==> src/logic/isol_cfg.svh <==
// Constants for the increment / skip / OR-literal execute slice.
// Assumes inclusion by bare name from logic/ sources.
`ifndef ISOL_CFG_SVH
`define ISOL_CFG_SVH
`define ISOL_OPC_INC_FILE 6'h0A
`define ISOL_OPC_INC_SKIP 6'h0F
`define ISOL_OPC_OR_LIT 6'h38
`define ISOL_OPC_LSB 8
`define ISOL_DEST_BIT 7
`define ISOL_ACCUM_RST 8'h00
`define ISOL_ZERO_RST 1'b0
`endif

==> src/logic/isol_pkg.sv <==
// Types shared by the execute slice and its decoder.
// Assumes isol_cfg.svh constants are used alongside.
`default_nettype none
package isol_pkg;
  typedef enum logic [1:0] {
    ISOL_OP_NONE,
    ISOL_OP_INC_FILE,
    ISOL_OP_INC_SKIP,
    ISOL_OP_OR_LIT
  } isol_op_t;
  typedef struct packed {
    isol_op_t op;
    logic dest_file;
    logic [6:0] addr;
    logic [7:0] lit;
  } isol_dec_t;
  typedef struct packed {
    logic en;
    logic [6:0] addr;
    logic [7:0] data;
  } isol_wr_t;
endpackage
`default_nettype wire

==> src/logic/isol_decode.sv <==
// Pure combinational decoder for three instruction words.
// Assumes a 14-bit instruction word from the fetch path.
`include "isol_cfg.svh"
`default_nettype none
module isol_decode (
  input wire logic [13:0] instr,
  output isol_pkg::isol_dec_t dec
);
  wire logic [5:0] opc = instr[13:`ISOL_OPC_LSB];
  wire logic is_inc = (opc == `ISOL_OPC_INC_FILE);
  wire logic is_skip = (opc == `ISOL_OPC_INC_SKIP);
  wire logic is_or = (opc == `ISOL_OPC_OR_LIT);
  isol_pkg::isol_op_t op_class;
  // Opcode class, other words fall through to none
  assign op_class = is_inc ? isol_pkg::ISOL_OP_INC_FILE :
                    is_skip ? isol_pkg::ISOL_OP_INC_SKIP :
                    is_or ? isol_pkg::ISOL_OP_OR_LIT :
                    isol_pkg::ISOL_OP_NONE;
  // One driver for the whole word keeps the output a single variable
  assign dec = {op_class, instr[`ISOL_DEST_BIT], instr[6:0], instr[7:0]};
endmodule
`default_nettype wire

==> src/logic/isol_core.sv <==
// Contract
// - Increment opcode adds one to file register
// - Dest bit 0 to accumulator, 1 to file
// - Increment wraps at 256, sets zero flag
// - Skip opcode increments and tests for zero
// - Zero result discards prefetched word as no-op
// - Increment-and-skip leaves status flags unchanged
// - OR-literal ORs literal into accumulator
// - OR-literal updates zero flag only
//
// Execute slice for increment, increment-skip and OR-literal.
// Assumes the register file returns file_rdata combinationally for
// the address of the current word, and that the fetch path presents
// the prefetched word on instr with instr_valid each cycle.
`include "isol_cfg.svh"
`default_nettype none
module isol_core (
  input wire logic core_clk,
  input wire logic rst_b,
  input wire logic [13:0] instr,
  input wire logic instr_valid,
  input wire logic [7:0] file_rdata,
  output logic [6:0] file_raddr,
  output isol_pkg::isol_wr_t file_wr,
  output logic [7:0] accum,
  output logic zero_flag,
  output logic skip_busy,
  output logic done
);
  isol_pkg::isol_dec_t dec;

  isol_decode i_isol_decode (
    .instr(instr),
    .dec(dec)
  );

  function automatic logic [7:0] isol_inc8(input logic [7:0] v);
    isol_inc8 = 8'(v + 8'h01);
  endfunction

  // Word in the skip slot is squashed: executes as a no-op
  wire logic live = instr_valid && !skip_busy;
  wire logic do_inc = live && (dec.op == isol_pkg::ISOL_OP_INC_FILE);
  wire logic do_skip = live && (dec.op == isol_pkg::ISOL_OP_INC_SKIP);
  wire logic do_or = live && (dec.op == isol_pkg::ISOL_OP_OR_LIT);
  wire logic [7:0] inc_res = isol_inc8(file_rdata);
  wire logic [7:0] or_res = accum | dec.lit;
  wire logic any_inc = do_inc || do_skip;
  wire logic to_file = any_inc && dec.dest_file;
  wire logic to_acc = any_inc && !dec.dest_file;

  // Next values; the skip word keeps the flag untouched
  wire logic [7:0] next_accum = to_acc ? inc_res :
                                do_or ? or_res : accum;
  wire logic next_zero_flag = do_inc ? (inc_res == 8'h00) :
                              do_or ? (or_res == 8'h00) :
                              zero_flag;
  wire logic next_skip = do_skip && (inc_res == 8'h00);
  wire logic next_done = do_inc || do_or || (do_skip && !next_skip);

  assign file_raddr = dec.addr;

  // Architectural state; one word retires per cycle
  always_ff @(posedge core_clk or negedge rst_b) begin
    if (!rst_b) begin
      accum <= `ISOL_ACCUM_RST;
      zero_flag <= `ISOL_ZERO_RST;
      skip_busy <= 1'b0;
      done <= 1'b0;
    end else begin
      accum <= next_accum;
      zero_flag <= next_zero_flag;
      skip_busy <= next_skip;
      done <= next_done;
    end
  end

  // Registered write port so the output is a flop
  always_ff @(posedge core_clk or negedge rst_b) begin
    if (!rst_b) begin
      file_wr <= '0;
    end else begin
      file_wr.en <= to_file;
      file_wr.addr <= dec.addr;
      file_wr.data <= inc_res;
    end
  end

  // Z after a plain increment is set only by the wrap to zero
  property p_inc_zero;
    @(posedge core_clk) disable iff (!rst_b)
      do_inc |=> (zero_flag == ($past(file_rdata) == 8'hFF));
  endproperty
  a_inc_zero: assert property (p_inc_zero)
    else $error("increment zero flag wrong");

  // With d clear the sum lands in the accumulator
  property p_inc_acc;
    @(posedge core_clk) disable iff (!rst_b)
      (do_inc && !dec.dest_file) |=> accum == 8'($past(file_rdata) + 8'h01);
  endproperty
  a_inc_acc: assert property (p_inc_acc)
    else $error("increment to accumulator wrong");

  // With d set the sum goes back to the file, accumulator kept
  property p_inc_file;
    @(posedge core_clk) disable iff (!rst_b)
      (any_inc && dec.dest_file) |=> file_wr.en &&
        file_wr.data == 8'($past(file_rdata) + 8'h01) &&
        accum == $past(accum);
  endproperty
  a_inc_file: assert property (p_inc_file)
    else $error("increment to file wrong");

  // For a plain increment with d set the flag follows the value written back
  property p_inc_file_zero;
    @(posedge core_clk) disable iff (!rst_b)
      (do_inc && dec.dest_file) |=> zero_flag == (file_wr.data == 8'h00);
  endproperty
  a_inc_file_zero: assert property (p_inc_file_zero)
    else $error("increment to file zero flag wrong");

  // Skip into the accumulator leaves the file alone
  property p_skip_acc;
    @(posedge core_clk) disable iff (!rst_b)
      (do_skip && !dec.dest_file) |=>
        accum == 8'($past(file_rdata) + 8'h01) && !file_wr.en;
  endproperty
  a_skip_acc: assert property (p_skip_acc)
    else $error("skip to accumulator wrong");

  // Skip decision follows the incremented value only
  property p_skip_test;
    @(posedge core_clk) disable iff (!rst_b)
      do_skip |=> skip_busy == ($past(file_rdata) == 8'hFF);
  endproperty
  a_skip_test: assert property (p_skip_test)
    else $error("skip decision wrong");

  // The flag is never touched by the skip op
  property p_skip_flag;
    @(posedge core_clk) disable iff (!rst_b)
      do_skip |=> $stable(zero_flag);
  endproperty
  a_skip_flag: assert property (p_skip_flag)
    else $error("skip changed zero flag");

  // The skip's own write may land; the squashed word leaves no trace
  property p_skip_squash;
    @(posedge core_clk) disable iff (!rst_b)
      (do_skip && file_rdata == 8'hFF) |=> skip_busy ##1
        (!skip_busy && !file_wr.en && !done &&
        $stable(accum) && $stable(zero_flag));
  endproperty
  a_skip_squash: assert property (p_skip_squash)
    else $error("skipped word not squashed");

  // A non-zero skip retires like any one-cycle op
  property p_skip_noskip;
    @(posedge core_clk) disable iff (!rst_b)
      (do_skip && file_rdata != 8'hFF) |=> !skip_busy && done;
  endproperty
  a_skip_noskip: assert property (p_skip_noskip)
    else $error("non-zero skip not one cycle");

  // Single-cycle ops retire at once and never start a skip
  property p_one_cycle;
    @(posedge core_clk) disable iff (!rst_b)
      (do_inc || do_or) |=> done && !skip_busy;
  endproperty
  a_one_cycle: assert property (p_one_cycle)
    else $error("single-cycle op did not retire");

  // Idle, unknown or squashed words must leave no trace
  property p_quiet;
    @(posedge core_clk) disable iff (!rst_b)
      (!live || dec.op == isol_pkg::ISOL_OP_NONE) |=> !done &&
        !file_wr.en && !skip_busy && $stable(accum) && $stable(zero_flag);
  endproperty
  a_quiet: assert property (p_quiet)
    else $error("idle or squashed word had an effect");

  // OR result goes to the accumulator only
  property p_or_acc;
    @(posedge core_clk) disable iff (!rst_b)
      do_or |=> accum == ($past(accum) | $past(dec.lit)) && !file_wr.en;
  endproperty
  a_or_acc: assert property (p_or_acc)
    else $error("or literal result wrong");

  // Flag tracks the OR result
  property p_or_zero;
    @(posedge core_clk) disable iff (!rst_b)
      do_or |=> zero_flag == (accum == 8'h00);
  endproperty
  a_or_zero: assert property (p_or_zero)
    else $error("or literal zero flag wrong");

  // Decoder class for the plain increment
  property p_dec_inc;
    @(posedge core_clk) disable iff (!rst_b)
      (live && instr[13:`ISOL_OPC_LSB] == `ISOL_OPC_INC_FILE) |->
        dec.op == isol_pkg::ISOL_OP_INC_FILE;
  endproperty
  a_dec_inc: assert property (p_dec_inc)
    else $error("increment opcode not decoded");

  // Decoder class for increment-and-skip
  property p_dec_skip;
    @(posedge core_clk) disable iff (!rst_b)
      (live && instr[13:`ISOL_OPC_LSB] == `ISOL_OPC_INC_SKIP) |->
        dec.op == isol_pkg::ISOL_OP_INC_SKIP;
  endproperty
  a_dec_skip: assert property (p_dec_skip)
    else $error("skip opcode not decoded");

  // Decoder class for the OR literal
  property p_dec_or;
    @(posedge core_clk) disable iff (!rst_b)
      (live && instr[13:`ISOL_OPC_LSB] == `ISOL_OPC_OR_LIT) |->
        dec.op == isol_pkg::ISOL_OP_OR_LIT;
  endproperty
  a_dec_or: assert property (p_dec_or)
    else $error("or literal opcode not decoded");
endmodule
`default_nettype wire

==> config.mk <==
export PLATFORM = sky130hd
export DESIGN_NAME = isol_core
export DESIGN_NICKNAME = d
export VERILOG_FILES = /design/src/logic/isol_pkg.sv /design/src/logic/isol_decode.sv /design/src/logic/isol_core.sv
export VERILOG_INCLUDE_DIRS = /design/src /design/src/logic
export SDC_FILE = /design/constraint.sdc
export NUM_CORES = 1
export LEC_CHECK = 0
export BUFFER_PORTS_ARGS = -buffer_cell sky130_fd_sc_hd__buf_4
export CORE_MARGIN = 4
export CORE_UTILIZATION = 23
export CTS_CLUSTER_DIAMETER = 50
export CTS_CLUSTER_SIZE = 24
export DETAILED_ROUTE_END_ITERATION = 7
export GPL_ROUTABILITY_DRIVEN = 0
export RECOVER_POWER = 25
export SLEW_MARGIN = 20
export SYNTH_ARGS = -nofsm -noshare
export SYNTH_HDL_FRONTEND = slang
export SYNTH_SLANG_ARGS = --single-unit
==> constraint.sdc <==
create_clock -name core_clk -period 2 [get_ports core_clk]
set_input_delay 0.2 -clock core_clk [delete_from_list [all_inputs] [get_ports core_clk]]
set_output_delay 0.2 -clock core_clk [all_outputs]
set_load 0.005 [all_outputs]
Word-level counts from Yosys, hierarchy flattened
Index checks and enable logic that the tools add are counted.

word-level totals
  register bits = 27
  bits of input ports = 25

operators by class
  add/subtract/negate cells = 1
  eq/ne operators = 6
  multiplexer cells = 7
  bitwise gates (word level) = 1
  reductions and logical operators = 18

operator list
  cell                 number
  $logic_not 8->1      2
  $mux 8               2
  $eq 6x4->1 const B   2
  $add 8x1->8 const B  1
  $logic_and 1x1->1    8
  $or 8x8->8           1
  $eq 6x6->1 const B   1
  $mux 2               3
  $eq 2x2->1 const B   2
  $reduce_bool 2->1    2
  $logic_not 1->1      3
  $logic_or 1x1->1     3
  $eq 2x1->1 const B   1
  $mux 1               2

Logic depth before layout (Yosys ltp)
  depth after elaboration = 10
  gate-level depth with buffers = 5
  mapped depth without buffers = 5

Cells and area by module
A second synthesis with hierarchy kept.

unflattened totals
  cells, all modules = 127
  area, all modules = 1332.5 um^2

by module, submodules not included
  module       times used  cells each  area each (um^2)  sequential area each (um^2)
  isol_core    1           104         1154.9            675.6
  isol_decode  1           23          177.7             0.0

Worst setup path after synthesis
No wires, ideal clock.

  kind = flip-flop to flip-flop
  start point = reg skip_busy
  end point = reg accum[7]
  data arrival time = 1.481 ns
  data required time = 1.918 ns
  path slack = 0.437 ns
  cell stages (with the launch flop) = 5
  path buffers = 0
  path through = dfrtp_1 > nand3b_1 > nor4_2 > a211oi_1 > a31oi_1

between the ends
  word-level cells in the longest chain between the ends = 6
  elaborated cells on any way between the ends = 9

RTL lines
  what                                         RTL line                          source
  start, declared                              isol_core.sv:27                   output logic skip_busy,
  start signal, assigned                       isol_core.sv:73                   skip_busy <= next_skip;
  $logic_not 1->1 (*)                          isol_core.sv:42                   wire logic live = instr_valid && !skip_busy;
  $logic_and 1x1->1 (*)                        isol_core.sv:42
  $logic_and 1x1->1 (on tied branches)         isol_core.sv:43, isol_core.sv:44
  $logic_or 1x1->1                             isol_core.sv:48                   wire logic any_inc = do_inc || do_skip;
  $logic_and 1x1->1                            isol_core.sv:50                   wire logic to_acc = any_inc && !dec.dest_file;
  $mux 8 or $reduce_bool 2->1 (tied branches)  n/a
  end signal, assigned                         isol_core.sv:66                   accum <= `ISOL_ACCUM_RST;
  end signal, assigned                         isol_core.sv:71                   accum <= next_accum;
  end, declared                                isol_core.sv:25                   output logic [7:0] accum,

Every way passes the cells marked *; elsewhere a longest branch is shown, timed or not.
A chain may end at the register's enable or synchronous reset.

Worst setup path after layout
Same ends and word-level chain as after synthesis.

==> qor.yml <==
status:
  status: "complete, no violations"
placed_design:
  io_buffers: 58
  hpwl_um: 2490
  place_area_um2: 1670
  dp_slack_ps: 268
worst_setup_path:
  worstPathArrival_ps: 1890
  cp_data_required_time_ps: 2200
  path_cells: "nand3b_1 -> nor4_4 -> buf_4 -> a211oi_1 -> a31oi_1"
  cp_top_family: "simple AND/OR/NAND/NOR gates"
  reg2reg_slack_ps: 310
  cp_slowest_cell: "nor4_4"
  cp_max_fo: 9
  worst-path-buf-inv: 1
  cp_slowest_stage_delay_ps: 460
  setup.worst_path.start_class: "flop"
  critPathCaptureType: "flop"
  critPathKind: "reg2reg"
synthesis:
  syn_area_um2: 1190
  ys_top_cells_by_area: "dfrtp_1, buf_4, xor2_1, a211oi_1, a21oi_2"
  yosysWarnings: 0
  synth_nets: 126
  synthFlopType: "dfrtp_1"
  ys_ff_latch: 27
  ys_seq_area_share_pct: 56.5
  async_reset_ff_share_pct: 100
  yosysTopAreaCellShare_pct: 56.5
  synth.distinct_cells: 34
  avgSynthCellArea_um2: 11.9
  synth_cells: 100
  synth-edff-count: 0
  synth_top_area_cell: "dfrtp_1"
grt:
  use_met2_pct: 16.6
  grt_pass1_vias: 993
  grt_pass1_wl_um: 4730
  grt_util_all_layers_pct: 9.47
  antenna_found_initial: 0
  grt-busiest-layer: "met2"
  met3_usage_pct: 2.47
  grt_max_degree: 28
  use_met1_pct: 11.7
  grt-ovfl-total: 0
floorplanning:
  ios: 59
  core-area_um2: 4880
  num_rows: 25
  fp.dieW_um: 80.1
  fp.dieH_um: 80.1
  die_area_um2: 6410
  initial_utilization_pct: 24.5
sta:
  timing.final.crit_share_pct: 84.3
  hold_viol: 0
  setup_tns_ps: 0
  fin_ws_ps: 313
  fin_worst_skew_ps: 7.02
  drv_slew: 0
  max_freq_ghz: 0.593
  setup_viol: 0
  finalCriticalPeriod_ps: 1690
  tightest_slew_ps: 658
  relSlewSlack_pct: 56.1
  grt_setup_unrepaired: "false"
drt:
  wire_per_inst_um: 14.1
  drc: 0
  via_per_inst: 4.46
  drtIter0Drc: 84
  ant_nets: 0
  vias: 998
  first_pass_iters: 4
  wl_um: 3150
finish:
  nets: 184
  diodes: 0
  syn2layout_area_growth_pct: 41.4
  drive_gt1_share_pct: 40.1
  fillers: 526
  design_area_um2: 1690
  final_core_util_pct: 34.6
clock_network:
  cts_buffers: 3
  cts_setup_buffers: 0
  clk-insertion-delay-late_ps: 270
  clock-sinks: 27
  cts_max_level: 1
  path_clk_slew_ps: 90
  cts_root_buffer: "clkbuf_8"
  hold_buffers: 1
  cts_tree: "built"
  cts_resized: 0
  clk_path_buf_depth: 2
flow_run:
  cap_violations: 0
power:
  vdd_drop_max_mv: 0.314
  p_per_area_nw_per_um2: 734
  p_leak_nw: 0.769
min_path:
  hp-class: "in2reg"
## metal layers
metal | wire length, um | share of wire, %
met5 | 0 | 0
met4 | 26 | 0.82
met3 | 225 | 7.1
met2 | 1560 | 49
met1 | 1340 | 43
## registers in the layout, summed over array words and instances (netlist names)
register,flops
done,1
zero_flag,1
accum,8
skip_busy,1
file_wr,16
## cell usage after synthesis, drive strengths merged, types with 2 or more instances
cell,n
dfrtp,27
buf,8
a21oi,6
nor4,6
a211oi,5
inv,5
xor2,5
nand2,4
nor2,4
o21ai,4
nand3,3
a221o,2
nand3b,2
nand4,2
nor2b,2
or3,2
## final cells by class
class / count / area [um2] / share of cell area (%)
sequential: 27 / 676 / 40.0
multi-input combinational: 60 / 437 / 25.9
timing repair buffer: 61 / 428 / 25.3
tap: 67 / 83.8 / 4.96
clock buffer: 3 / 41.3 / 2.44
inverter: 5 / 18.8 / 1.11
clock inverter: 1 / 5.00 / 0.296
## metrics by stage
| stage | total power [mW] | hold WS (ps) | std cells |
|---|---|---|---|
| global route | 1.30 | 107 | 224 |
| detailed placement | 0.957 | 133 | 219 |
| finish | 1.24 | 108 | 224 |
| CTS | 1.26 | 66.1 | 224 |
| global placement | 0.955 | 131 | 219 |
| floorplan | 0.759 | -95.6 | 100 |
## cells in the final DEF, fill, tap and decap left out, types with 3 or more instances in the layout
cell      Yosys  routed
a211oi_1      5       5
a21oi_1       3       3
a21oi_2       3       3
buf_4         7      44
clkbuf_1      0       8
clkbuf_4      0       7
clkbuf_8      0       3
dfrtp_1      27      27
inv_1         5       5
nand2_1       4       4
nand3_1       3       3
nor2_1        4       4
nor4_1        4       4
o21ai_0       3       3
xor2_1        5       5
## power by group
| group | total (mW) | internal [mW] | switching (mW) | leakage, nW |
|---|---|---|---|---|
| Sequential | 0.654 | 0.608 | 0.0457 | 0.330 |
| Combinational | 0.286 | 0.156 | 0.130 | 0.414 |
| Clock | 0.299 | 0.139 | 0.160 | 0.0255 |
| Total | 1.24 | 0.904 | 0.336 | 0.769 |
## cell families (layout without fill, tap and decap cells)
| logic type | after synthesis | count (layout) | share of synthesized area (%) |
|---|---|---|---|
| AO/OA/AOI/OAI | 24 | 24 | 14.9 |
| buffers and inverters | 13 | 70 | 6.91 |
| XOR/XNOR | 6 | 6 | 4.40 |
| AND/OR/NAND/NOR | 29 | 29 | 16.2 |
| flip-flops | 27 | 27 | 56.5 |
| adder cells (fa/ha/maj) | 1 | 1 | 1.05 |
## path summary, 6_finish.rpt
check	from	to	depth (start not counted)
setup reg to reg	skip_busy	accum[7]	5
min in group asynchronous	rst_b	file_wr[15]	2
hold / removal	instr[1]	file_wr[9]	1
setup / recovery	skip_busy	accum[7]	5
hold reg to reg	zero_flag	zero_flag	2
max in group asynchronous	rst_b	file_wr[12]	2
No activity file was read; power rests on OpenSTA's default activity.
